## src/logic/bor_cfg.svh

```systemverilog
`ifndef BOR_CFG_SVH
`define BOR_CFG_SVH

// register byte offsets on the bus
`define BOR_CTRL_OFS 12'h000
`define BOR_STAT_OFS 12'h004

// control register field positions
`define BOR_CTRL_EN_BIT 7
`define BOR_CTRL_RDY_BIT 0

// reset values
`define BOR_CTRL_EN_RST 1'b0

// brown-out mode configuration encodings
`define BOR_MODE_OFF 2'b00
`define BOR_MODE_SW 2'b01

// power-up timer delay in microseconds, and the clock rate in MHz
`define BOR_PWRT_US 64
`define BOR_CLK_MHZ 200
`define BOR_PWRT_CYCLES (`BOR_PWRT_US * `BOR_CLK_MHZ)

`endif

```

## src/logic/bor_pkg.sv

```systemverilog
package bor_pkg;

  // brown-out sequencer states
  typedef enum logic [1:0] {
    BOR_ST_RUN,
    BOR_ST_BROWN,
    BOR_ST_DELAY
  } bor_state_t;

  // status word as seen by software, high bits first
  typedef struct packed {
    logic pwrt_n;
    logic [1:0] mode;
    logic reset_act;
    logic prot;
  } bor_stat_t;

endpackage

```

## src/logic/bor_ctrl.sv

```systemverilog
`timescale 1ns/1ps
`include "bor_cfg.svh"
// What this block does
// - mode 01: software enable bit decides protection
// - start-up never waits for detector or supply
// - protection acts only once detector is ready
// - detector readiness readable in control register
// - sleep leaves protection state unchanged
// - power-up delay only when timer config low
// - mode 00: protection always off
module bor_ctrl #(
  parameter int unsigned PWRT_CYCLES = `BOR_PWRT_CYCLES
) (
  input wire logic hclk,
  input wire logic hresetn,
  // ahb-lite slave
  input wire logic hsel,
  input wire logic [11:0] haddr,
  input wire logic [1:0] htrans,
  input wire logic hwrite,
  input wire logic [2:0] hsize,
  input wire logic [31:0] hwdata,
  input wire logic hready,
  output logic hreadyout,
  output logic hresp,
  output logic [31:0] hrdata,
  // configuration and analog side
  input wire logic [1:0] brownout_mode_config,
  input wire logic powerup_timer_config_n,
  input wire logic detector_ready,
  input wire logic supply_low,
  // reset to the rest of the device, low while held
  output logic internal_reset_n
);
  // bus state
  logic hreadyout_reg;
  logic hreadyout_next;
  logic [31:0] hrdata_reg;
  logic [31:0] hrdata_next;
  logic wr_pend_reg; // write data phase pending
  logic wr_pend_next;
  logic [11:0] wr_addr_reg; // address of the pending write
  logic [11:0] wr_addr_next;
  // block state
  logic sw_en_reg; // software brown-out enable
  logic sw_en_next;
  logic ready_reg; // brownout_ready_flag
  logic ready_next;
  logic prot_reg; // protection active
  logic prot_next;
  bor_pkg::bor_state_t state_reg;
  bor_pkg::bor_state_t state_next;
  logic rst_n_reg;
  logic rst_n_next;
  // timer hookup
  logic tmr_start;
  logic tmr_done;
  // helpers
  logic addr_ok;
  logic sw_en_now;
  bor_pkg::bor_stat_t stat;

  // accepted address phase
  assign addr_ok = hsel && htrans[1] && hready;
  // enable as it will stand after a write in its data phase
  assign sw_en_now = (wr_pend_reg && wr_addr_reg == `BOR_CTRL_OFS) ?
                     hwdata[`BOR_CTRL_EN_BIT] : sw_en_reg;

  always_comb begin
    stat.pwrt_n = powerup_timer_config_n;
    stat.mode = brownout_mode_config;
    stat.reset_act = !rst_n_reg;
    stat.prot = prot_reg;
  end

  // bus slave: zero wait states, read data formed from the address phase
  always_comb begin
    hreadyout_next = 1'b1;
    wr_pend_next = addr_ok && hwrite;
    wr_addr_next = addr_ok ? haddr : wr_addr_reg;
    hrdata_next = hrdata_reg;
    sw_en_next = sw_en_reg;
    if (wr_pend_reg && wr_addr_reg == `BOR_CTRL_OFS) begin
      // only the enable bit is writable, the ready flag ignores writes
      sw_en_next = hwdata[`BOR_CTRL_EN_BIT];
    end
    if (addr_ok && !hwrite) begin
      hrdata_next = 32'h0000_0000;
      if (haddr == `BOR_CTRL_OFS) begin
        hrdata_next[`BOR_CTRL_EN_BIT] = sw_en_now;
        hrdata_next[`BOR_CTRL_RDY_BIT] = ready_reg;
      end else if (haddr == `BOR_STAT_OFS) begin
        hrdata_next[4:0] = stat;
      end else begin
        // unmapped: reads zero
        hrdata_next = 32'h0000_0000;
      end
    end
  end

  always_ff @(posedge hclk or negedge hresetn) begin
    if (!hresetn) begin
      hreadyout_reg <= 1'b1;
      hrdata_reg <= 32'h0000_0000;
      wr_pend_reg <= 1'b0;
      wr_addr_reg <= 12'h000;
      sw_en_reg <= `BOR_CTRL_EN_RST;
    end else begin
      hreadyout_reg <= hreadyout_next;
      hrdata_reg <= hrdata_next;
      wr_pend_reg <= wr_pend_next;
      wr_addr_reg <= wr_addr_next;
      sw_en_reg <= sw_en_next;
    end
  end

  // protection decision; no sleep term enters it
  always_comb begin
    ready_next = detector_ready;
    if (brownout_mode_config == `BOR_MODE_OFF) begin
      prot_next = 1'b0;
    end else if (brownout_mode_config == `BOR_MODE_SW) begin
      prot_next = sw_en_reg && ready_reg;
    end else begin
      // other modes: protection on once the detector is ready
      prot_next = ready_reg;
    end
  end

  // brown-out sequencer; it starts in run so start-up is never held off
  always_comb begin
    state_next = state_reg;
    case (state_reg)
      bor_pkg::BOR_ST_RUN: begin
        if (prot_reg && supply_low) begin
          state_next = bor_pkg::BOR_ST_BROWN;
        end
      end
      bor_pkg::BOR_ST_BROWN: begin
        if (!(prot_reg && supply_low)) begin
          if (powerup_timer_config_n) begin
            state_next = bor_pkg::BOR_ST_RUN;
          end else begin
            state_next = bor_pkg::BOR_ST_DELAY;
          end
        end
      end
      bor_pkg::BOR_ST_DELAY: begin
        if (prot_reg && supply_low) begin
          state_next = bor_pkg::BOR_ST_BROWN;
        end else if (tmr_done) begin
          state_next = bor_pkg::BOR_ST_RUN;
        end
      end
      default: begin
        state_next = bor_pkg::BOR_ST_RUN;
      end
    endcase
    rst_n_next = (state_next == bor_pkg::BOR_ST_RUN);
  end

  always_ff @(posedge hclk or negedge hresetn) begin
    if (!hresetn) begin
      ready_reg <= 1'b0;
      prot_reg <= 1'b0;
      state_reg <= bor_pkg::BOR_ST_RUN;
      rst_n_reg <= 1'b1;
    end else begin
      ready_reg <= ready_next;
      prot_reg <= prot_next;
      state_reg <= state_next;
      rst_n_reg <= rst_n_next;
    end
  end

  // the delay counter reloads for the whole brown-out
  assign tmr_start = (state_reg == bor_pkg::BOR_ST_BROWN);

  bor_pwrt_timer #(
    .CYCLES(PWRT_CYCLES)
  ) u_pwrt (
    .hclk(hclk),
    .hresetn(hresetn),
    .start(tmr_start),
    .done(tmr_done)
  );

  assign hreadyout = hreadyout_reg;
  assign hresp = 1'b0;
  assign hrdata = hrdata_reg;
  assign internal_reset_n = rst_n_reg;
endmodule

```

## src/logic/bor_pwrt_timer.sv

```systemverilog
`timescale 1ns/1ps
// power-up delay counter: reloads while start is high, counts down to zero
module bor_pwrt_timer #(
  parameter int unsigned CYCLES = 12800,
  parameter int unsigned CW = $clog2(CYCLES + 1)
) (
  input wire logic hclk,
  input wire logic hresetn,
  input wire logic start,
  output logic done
);
  logic [CW-1:0] count_reg; // remaining cycles
  logic [CW-1:0] count_next;

  // reload on start, otherwise run down and stop at zero
  always_comb begin
    count_next = count_reg;
    if (start) begin
      count_next = CW'(CYCLES);
    end else if (count_reg != '0) begin
      count_next = count_reg - CW'(1);
    end
  end

  // register the count
  always_ff @(posedge hclk or negedge hresetn) begin
    if (!hresetn) begin
      count_reg <= '0;
    end else begin
      count_reg <= count_next;
    end
  end

  assign done = (count_reg == '0);
endmodule

```

## config.mk

```make
export PLATFORM = sky130hd
export DESIGN_NAME = bor_ctrl
export DESIGN_NICKNAME = d
export VERILOG_FILES = /design/src/logic/bor_pkg.sv /design/src/logic/bor_ctrl.sv /design/src/logic/bor_pwrt_timer.sv
export VERILOG_INCLUDE_DIRS = /design/src /design/src/logic
export SDC_FILE = /design/constraint.sdc
export NUM_CORES = 1
export LEC_CHECK = 0
export BUFFER_PORTS_ARGS = -buffer_cell sky130_fd_sc_hd__buf_4
export CELL_PAD_IN_SITES_DETAIL_PLACEMENT = 1
export CELL_PAD_IN_SITES_GLOBAL_PLACEMENT = 1
export CORE_ASPECT_RATIO = 2
export CORE_UTILIZATION = 25
export CTS_CLUSTER_SIZE = 8
export DETAILED_ROUTE_END_ITERATION = 8
export GPL_TIMING_DRIVEN = 1
export HOLD_SLACK_MARGIN = 0.08
export PLACE_DENSITY = 0.63
export SYNTH_ARGS = -nofsm -noshare
export SYNTH_HDL_FRONTEND = slang
export SYNTH_SLANG_ARGS = --single-unit
```

## constraint.sdc

```tcl
create_clock -name hclk -period 3.8 [get_ports hclk]
set_clock_uncertainty 0.2 [all_clocks]
set_input_delay 0.95 -clock hclk [delete_from_list [all_inputs] [get_ports hclk]]
set_output_delay 0.95 -clock hclk [all_outputs]
set_load 0.005 [all_outputs]
```

# --- After elaboration in Yosys (flattened, before gate mapping) ---
# Index checks and enable logic that the tools add are counted.
# Widths: inputs -> output; s select.
word_totals:
  reg_bits: 41
  latch_bits: 0
  ram_bits: 0
  rom_bits: 0
  wordCells: 46
  memories: 0
op_classes:
  addsub: 1
  n_mul: 0
  div_mod_pow: 0
  n_lt_le_gt_ge: 0
  eq_ne: 4
  shifts: 0
  muxes: 15
  n_bitwise: 0
  reduce_logical: 17
ops:
  columns: ["op", "n"]
  rows:
  - ["$mux 14", 2]
  - ["$logic_not 12->1", 2]
  - ["$logic_not 14->1", 1]
  - ["$reduce_bool 14->1", 1]
  - ["$sub 14x1->14 const B", 1]
  - ["$eq 12x3->1 const B", 1]
  - ["$mux 2", 5]
  - ["$logic_and 1x1->1", 7]
  - ["$logic_not 2->1", 3]
  - ["$pmux 2 s3", 1]
  - ["$mux 1", 5]
  - ["$mux 5", 1]
  - ["$eq 2x1->1 const B", 2]
  - ["$mux 4", 1]
  - ["$eq 2x2->1 const B", 1]
  - ["$logic_not 1->1", 2]
  - ["$reduce_bool 2->1", 1]

# --- Longest topological paths before layout ---
depth:
  ltp_word: 5
  ltp_mapped: 6

# --- Cells and area by module ---
# Synthesis repeated with hierarchy kept, for this count alone.
unflattened:
  cells_unflattened: 188
  area_unflattened_um2: 2063.2
by_module_without_submodules:
  columns: ["module", "instances", "cells_each", "area_per_inst_um2", "seq_area_each_um2"]
  rows:
  - ["bor_ctrl", 1, 108, 1243.7, 626.9]
  - ["bor_pwrt_timer", 1, 80, 819.5, 350.3]

# --- Least setup slack after synthesis ---
# Ideal clock, no wire load.
synth_path:
  kind: "reg-to-reg"
  from: "register u_pwrt.count_reg[5]"
  to: "register u_pwrt.count_reg[10]"
  setup_ns: 0.078
  t_arrival_ns: 1.964
  setup_slack_ns: 1.558
  path_stages_with_launch: 7
  n_path_buf: 2
  path_cell_list: "dfrtp_1 > or4_4 > buf_6 > or2_0 > buf_2 > or4_1 > a21oi_1"
synth_between:
  elab_chain_cells: 3
synth_rtl:
  columns: ["item", "line", "source"]
  rows:
  - ["from (decl)", "bor_pwrt_timer.sv:12", "logic [CW-1:0] count_reg;"]
  - ["from (signal assigned)", "bor_pwrt_timer.sv:30", "count_reg <= count_next;"]
  - ["$sub 14x1->14", "bor_pwrt_timer.sv:21", "count_next = count_reg - CW'(1);"]
  - ["$mux 14", "bor_pwrt_timer.sv:20", "end else if (count_reg != '0) begin"]
  - ["$mux 14", "bor_pwrt_timer.sv:18", "if (start) begin"]
# Several ways; a longest one is shown, not always the timed one. The select of a mux whose other input is x is not followed.
# A chain may end at the register's enable or synchronous reset.

# --- Worst setup path in the final report ---
layout_path:
  from: "register u_pwrt.count_reg[0]"
  to: "register u_pwrt.count_reg[2]"
# The elaborated chain is that of the path after synthesis.

==> results.rst <==
.. list-table::
   :header-rows: 1

   * - Metric
     - Value
   * - Via count
     - 1443
   * - Area overhead of the layout relative to synthesis
     - 17.9%
   * - Count of buffering cells on the critical path with inverters included
     - 1
   * - Pin slew with the least headroom to its limit
     - about 0.9 ns
   * - Die Footprint
     - between 8000 and 9000 sq um
   * - Worst-case clock buffer depth
     - 2
   * - Root buffer cell
     - sky130_fd_sc_hd__clkbuf_16
   * - Leakage power figure
     - around 1.1 nW
   * - Worst hold slack
     - around 0.29 ns
   * - Time the worst path needs with I/O delays and setup
     - around 2.7 ns
   * - Element type at the critical path start
     - flip-flop
   * - Drt first pass iters
     - 4
   * - Cells resized by post-CTS repair
     - 0
   * - Proportion of synthesized flip-flops having asynchronous set or reset
     - 100%
   * - Core area
     - between 7000 and 8000 sq um
   * - Kind of critical path
     - flip-flop to flip-flop
   * - Critical path's slowest cell
     - sky130_fd_sc_hd__o41ai_1
   * - H-tree Lvls
     - 2
   * - Final count of hold timing violations
     - 0
   * - Global-route wire length before repair
     - ~7700 um
   * - Routability cong.
     - 0.810
   * - Fmax
     - around 0.38 GHz
   * - Total global routing overflow
     - 0
   * - Global-route usage over all layers
     - around an eighth
   * - Routed wire per std cell
     - about 14 um
   * - Cell family contributing the most delay on the critical path
     - compound AO/OA/AOI/OAI gates
   * - Worst min path class
     - flip-flop to flip-flop
   * - Sort of element at the end of the critical path
     - flip-flop
   * - Drc violations
     - 0
   * - Path depth of the worst reg2reg path
     - 6
   * - FF+latch count, synth
     - 39
   * - Io pins
     - between 90 and 100
   * - FF-to-FF End
     - u_pwrt.count_reg[2]$_DFFE_PN0P_
   * - Slowest cell delay on critical path
     - roughly 0.83 ns
   * - Setup repair after global routing missed its margin
     - false
   * - Layout Cell Area excl Fill
     - roughly 2400 sq um
   * - Initial antenna violation count
     - 0
   * - Worst Hold Endpoint
     - prot_reg$_DFF_PN0_
   * - Clock buffer count from CTS
     - 5
   * - Worst hold stages
     - 1
   * - Worst max-slew margin expressed relative to the limit
     - 40.3%
   * - Netlist Area Pre-Place
     - 2010 sq um
   * - Post-Route Utilization
     - between 30% and 40%
   * - Residual antenna-violating net count after detailed routing
     - 0
   * - CTS tree
     - yes
   * - Run status
     - completed
   * - Final net count
     - roughly 280
   * - N_diodes
     - 0
   * - Non-filler cells in the finished layout
     - 315
   * - Post CTS Setup Buffer Count
     - 0
   * - Data arrival time of the critical path
     - around 2.6 ns
   * - Highest net fanout along the worst path
     - 4
   * - Area of placed instances
     - about 2200 sq um
   * - Post-placement cell count
     - approximately 310
   * - Worst setup path startpoint
     - u_pwrt.count_reg[0]$_DFFE_PN0P_
   * - Fraction of final layout cells sized beyond drive strength 1
     - between 20 and 30%
   * - Setup Viol. Count Final
     - 0
   * - Initial core utilization
     - between 20% and 30%
   * - Sequential cell area fraction in the yosys report
     - between 40 and 50%
   * - Number of slew-limit violations in the final report
     - 0
   * - Leading register cell type out of synthesis
     - sky130_fd_sc_hd__dfrtp_1
   * - Clock transition time at the flip-flop clock pins of the worst setup and hold paths
     - roughly 0.060 ns
   * - Source-to-sink clock delay at the later pin of the worst-skew pair
     - approximately 0.28 ns
   * - Horizontal extent of the die
     - roughly 65 um
   * - Total of hold buffers inserted after clock tree synthesis
     - 0
   * - Synthesized instance count
     - ~190
   * - Number of fill cells in the layout
     - between 800 and 900
   * - Final worst path period share
     - between 70% and 80%
   * - # rows
     - 46
   * - Vertical die dimension
     - between 100 and 150 um
   * - Number of clock sinks seen by CTS
     - 39
   * - Hold path startpoint
     - ready_reg$_DFF_PN0_
   * - Number of input and output port buffers inserted
     - 30
   * - PwrDens
     - ~560 nW/um^2
   * - Post-synth cell types
     - 41
   * - EDFF count, synth
     - 0
   * - Flip-flop count of the largest register after layout
     - 14
   * - Register-to-register path setup slack
     - about 1.1 ns
   * - Setup_tns
     - 0 ns
   * - Critical-path cell list
     - inv_1 -> ha_1 -> or3b_2 -> o41ai_1 -> mux2_2 -> nor2_1
   * - Final wirelength
     - roughly 4500 um
   * - Worst flop-to-flop path startpoint
     - u_pwrt.count_reg[0]$_DFFE_PN0P_
   * - Via-to-Cell Ratio
     - 4.58
   * - Count of max-cap constraint violations
     - 0
   * - Worst VDD drop
     - roughly 0.28 mV
   * - Vias in the first global route
     - 1548
   * - Dpl hpwl
     - between 3000 and 4000 um
   * - Largest net degree at the start of global routing
     - 40
   * - Syn Area/Cell
     - ~11 sq um
   * - Synthesis warning total
     - 0
   * - Req. time, crit path
     - between 3 and 4 ns
   * - Starting DRT DRC Count
     - 14
power breakdown:
group / total [mW] / switching (mW) / internal, mW
registers: 0.576 / 0.0751 / 0.501
clock network: 0.427 / 0.165 / 0.263
logic: 0.321 / 0.174 / 0.147
total: 1.32 / 0.414 / 0.910
synth_stat cells, types with 2 or more instances:
| cell type | count | share of area [%] |
|---|---|---|
| sky130_fd_sc_hd__a21oi_1 | 10 | 2.5 |
| sky130_fd_sc_hd__a22o_1 | 4 | 1.7 |
| sky130_fd_sc_hd__buf_4 | 28 | 10 |
| sky130_fd_sc_hd__clkbuf_1 | 2 | 0.37 |
| sky130_fd_sc_hd__conb_1 | 2 | 0.37 |
| sky130_fd_sc_hd__dfrtp_1 | 38 | 47 |
| sky130_fd_sc_hd__ha_1 | 2 | 1.2 |
| sky130_fd_sc_hd__inv_1 | 6 | 1.1 |
| sky130_fd_sc_hd__mux2_2 | 13 | 7.3 |
| sky130_fd_sc_hd__mux2i_1 | 4 | 2.0 |
| sky130_fd_sc_hd__nand2_1 | 5 | 0.93 |
| sky130_fd_sc_hd__nand2b_1 | 3 | 0.93 |
| sky130_fd_sc_hd__nand3_1 | 4 | 1.0 |
| sky130_fd_sc_hd__nand4b_1 | 2 | 0.87 |
| sky130_fd_sc_hd__nor2_1 | 9 | 1.7 |
| sky130_fd_sc_hd__nor2b_1 | 4 | 1.2 |
| sky130_fd_sc_hd__nor3_1 | 2 | 0.50 |
| sky130_fd_sc_hd__nor4_1 | 6 | 1.9 |
| sky130_fd_sc_hd__o21ai_0 | 7 | 1.7 |
| sky130_fd_sc_hd__o31ai_1 | 4 | 1.5 |
| sky130_fd_sc_hd__or3_1 | 6 | 1.9 |
| sky130_fd_sc_hd__or4_1 | 7 | 2.6 |
metrics by stage:
stage	power, mW	setup slack (ns)
6_report	1.32	1.14
5_1_grt	1.42	1.02
4_1_cts	1.35	1.14
3_5_place_dp	0.909	1.11
3_3_place_gp	0.894	1.17
2_1_floorplan	0.835	1.56
routing by layer:
metal | vias up | global-route usage (%) | part of all wire (%)
met1 | 708 | 13.0 | 36
met4 | 0 | 8.06 | 4.0
met5 | - | 0 | 0
li1 | 675 | - | -
met2 | 50 | 22.4 | 56
met3 | 10 | 1.60 | 3.4
cell families after synthesis:
group | Yosys count | share of synthesized area [%]
fa+ha+maj | 2 | 1.24
mux | 17 | 9.27
compound gates | 30 | 9.45
buf+inv | 38 | 12.7
other cells | 2 | 0.373
simple gates | 58 | 17.9
flops | 39 | 48.6
xor+xnor | 1 | 0.435
worst max-delay path by stage:
stage               slack (ns)  cells after the start                                to
CTS                       1.14                      6   u_pwrt.count_reg[2]$_DFFE_PN0P_
floorplan                 1.56                      6  u_pwrt.count_reg[10]$_DFFE_PN0P_
finish                    1.14                      6   u_pwrt.count_reg[2]$_DFFE_PN0P_
global route              1.02                      6   u_pwrt.count_reg[2]$_DFFE_PN0P_
global placement          1.17                      5             hrdata[2]$_DFFE_PN0P_
detailed placement        1.11                      5             hrdata[2]$_DFFE_PN0P_
cell usage in the layout (no fill, tap or decap), types with 2 or more instances in the layout:
cell / n
sky130_fd_sc_hd__or4_1: 7
sky130_fd_sc_hd__clkbuf_16: 5
sky130_fd_sc_hd__nand4b_1: 2
sky130_fd_sc_hd__dfrtp_1: 38
sky130_fd_sc_hd__a22o_1: 4
sky130_fd_sc_hd__mux2_2: 13
sky130_fd_sc_hd__mux2i_1: 4
sky130_fd_sc_hd__nand2_1: 5
sky130_fd_sc_hd__o31ai_1: 4
sky130_fd_sc_hd__nor4_1: 6
sky130_fd_sc_hd__nand3_1: 4
sky130_fd_sc_hd__o21ai_0: 7
sky130_fd_sc_hd__or3_1: 6
sky130_fd_sc_hd__ha_1: 2
sky130_fd_sc_hd__a21oi_1: 10
sky130_fd_sc_hd__buf_4: 30
sky130_fd_sc_hd__nor3_1: 2
sky130_fd_sc_hd__inv_1: 6
sky130_fd_sc_hd__nor2_1: 9
sky130_fd_sc_hd__conb_1: 28
sky130_fd_sc_hd__nor2b_1: 4
sky130_fd_sc_hd__nand2b_1: 3
final cells by class:
type	count	area, sq um	share of cell area (%)
clock inverters	1	8.76	0.369
multi-input cells	136	876	36.9
flip-flops and latches	39	977	41.2
well taps	96	120	5.06
repair buffers	30	225	9.49
clock buffers	7	143	6.01
inverters	6	22.5	0.949
worst register-to-register path, delay by kind of cell, from the launching register on:
kind	cells	cell delay, ns
flip-flops	1	0.37
AO/OA/AOI/OAI	1	0.84
buffers and inverters	1	0.11
multiplexers	1	0.30
adder cells (fa/ha/maj)	1	0.17
AND/OR/NAND/NOR	2	0.53
No activity file was read; power rests on OpenSTA's default activity.
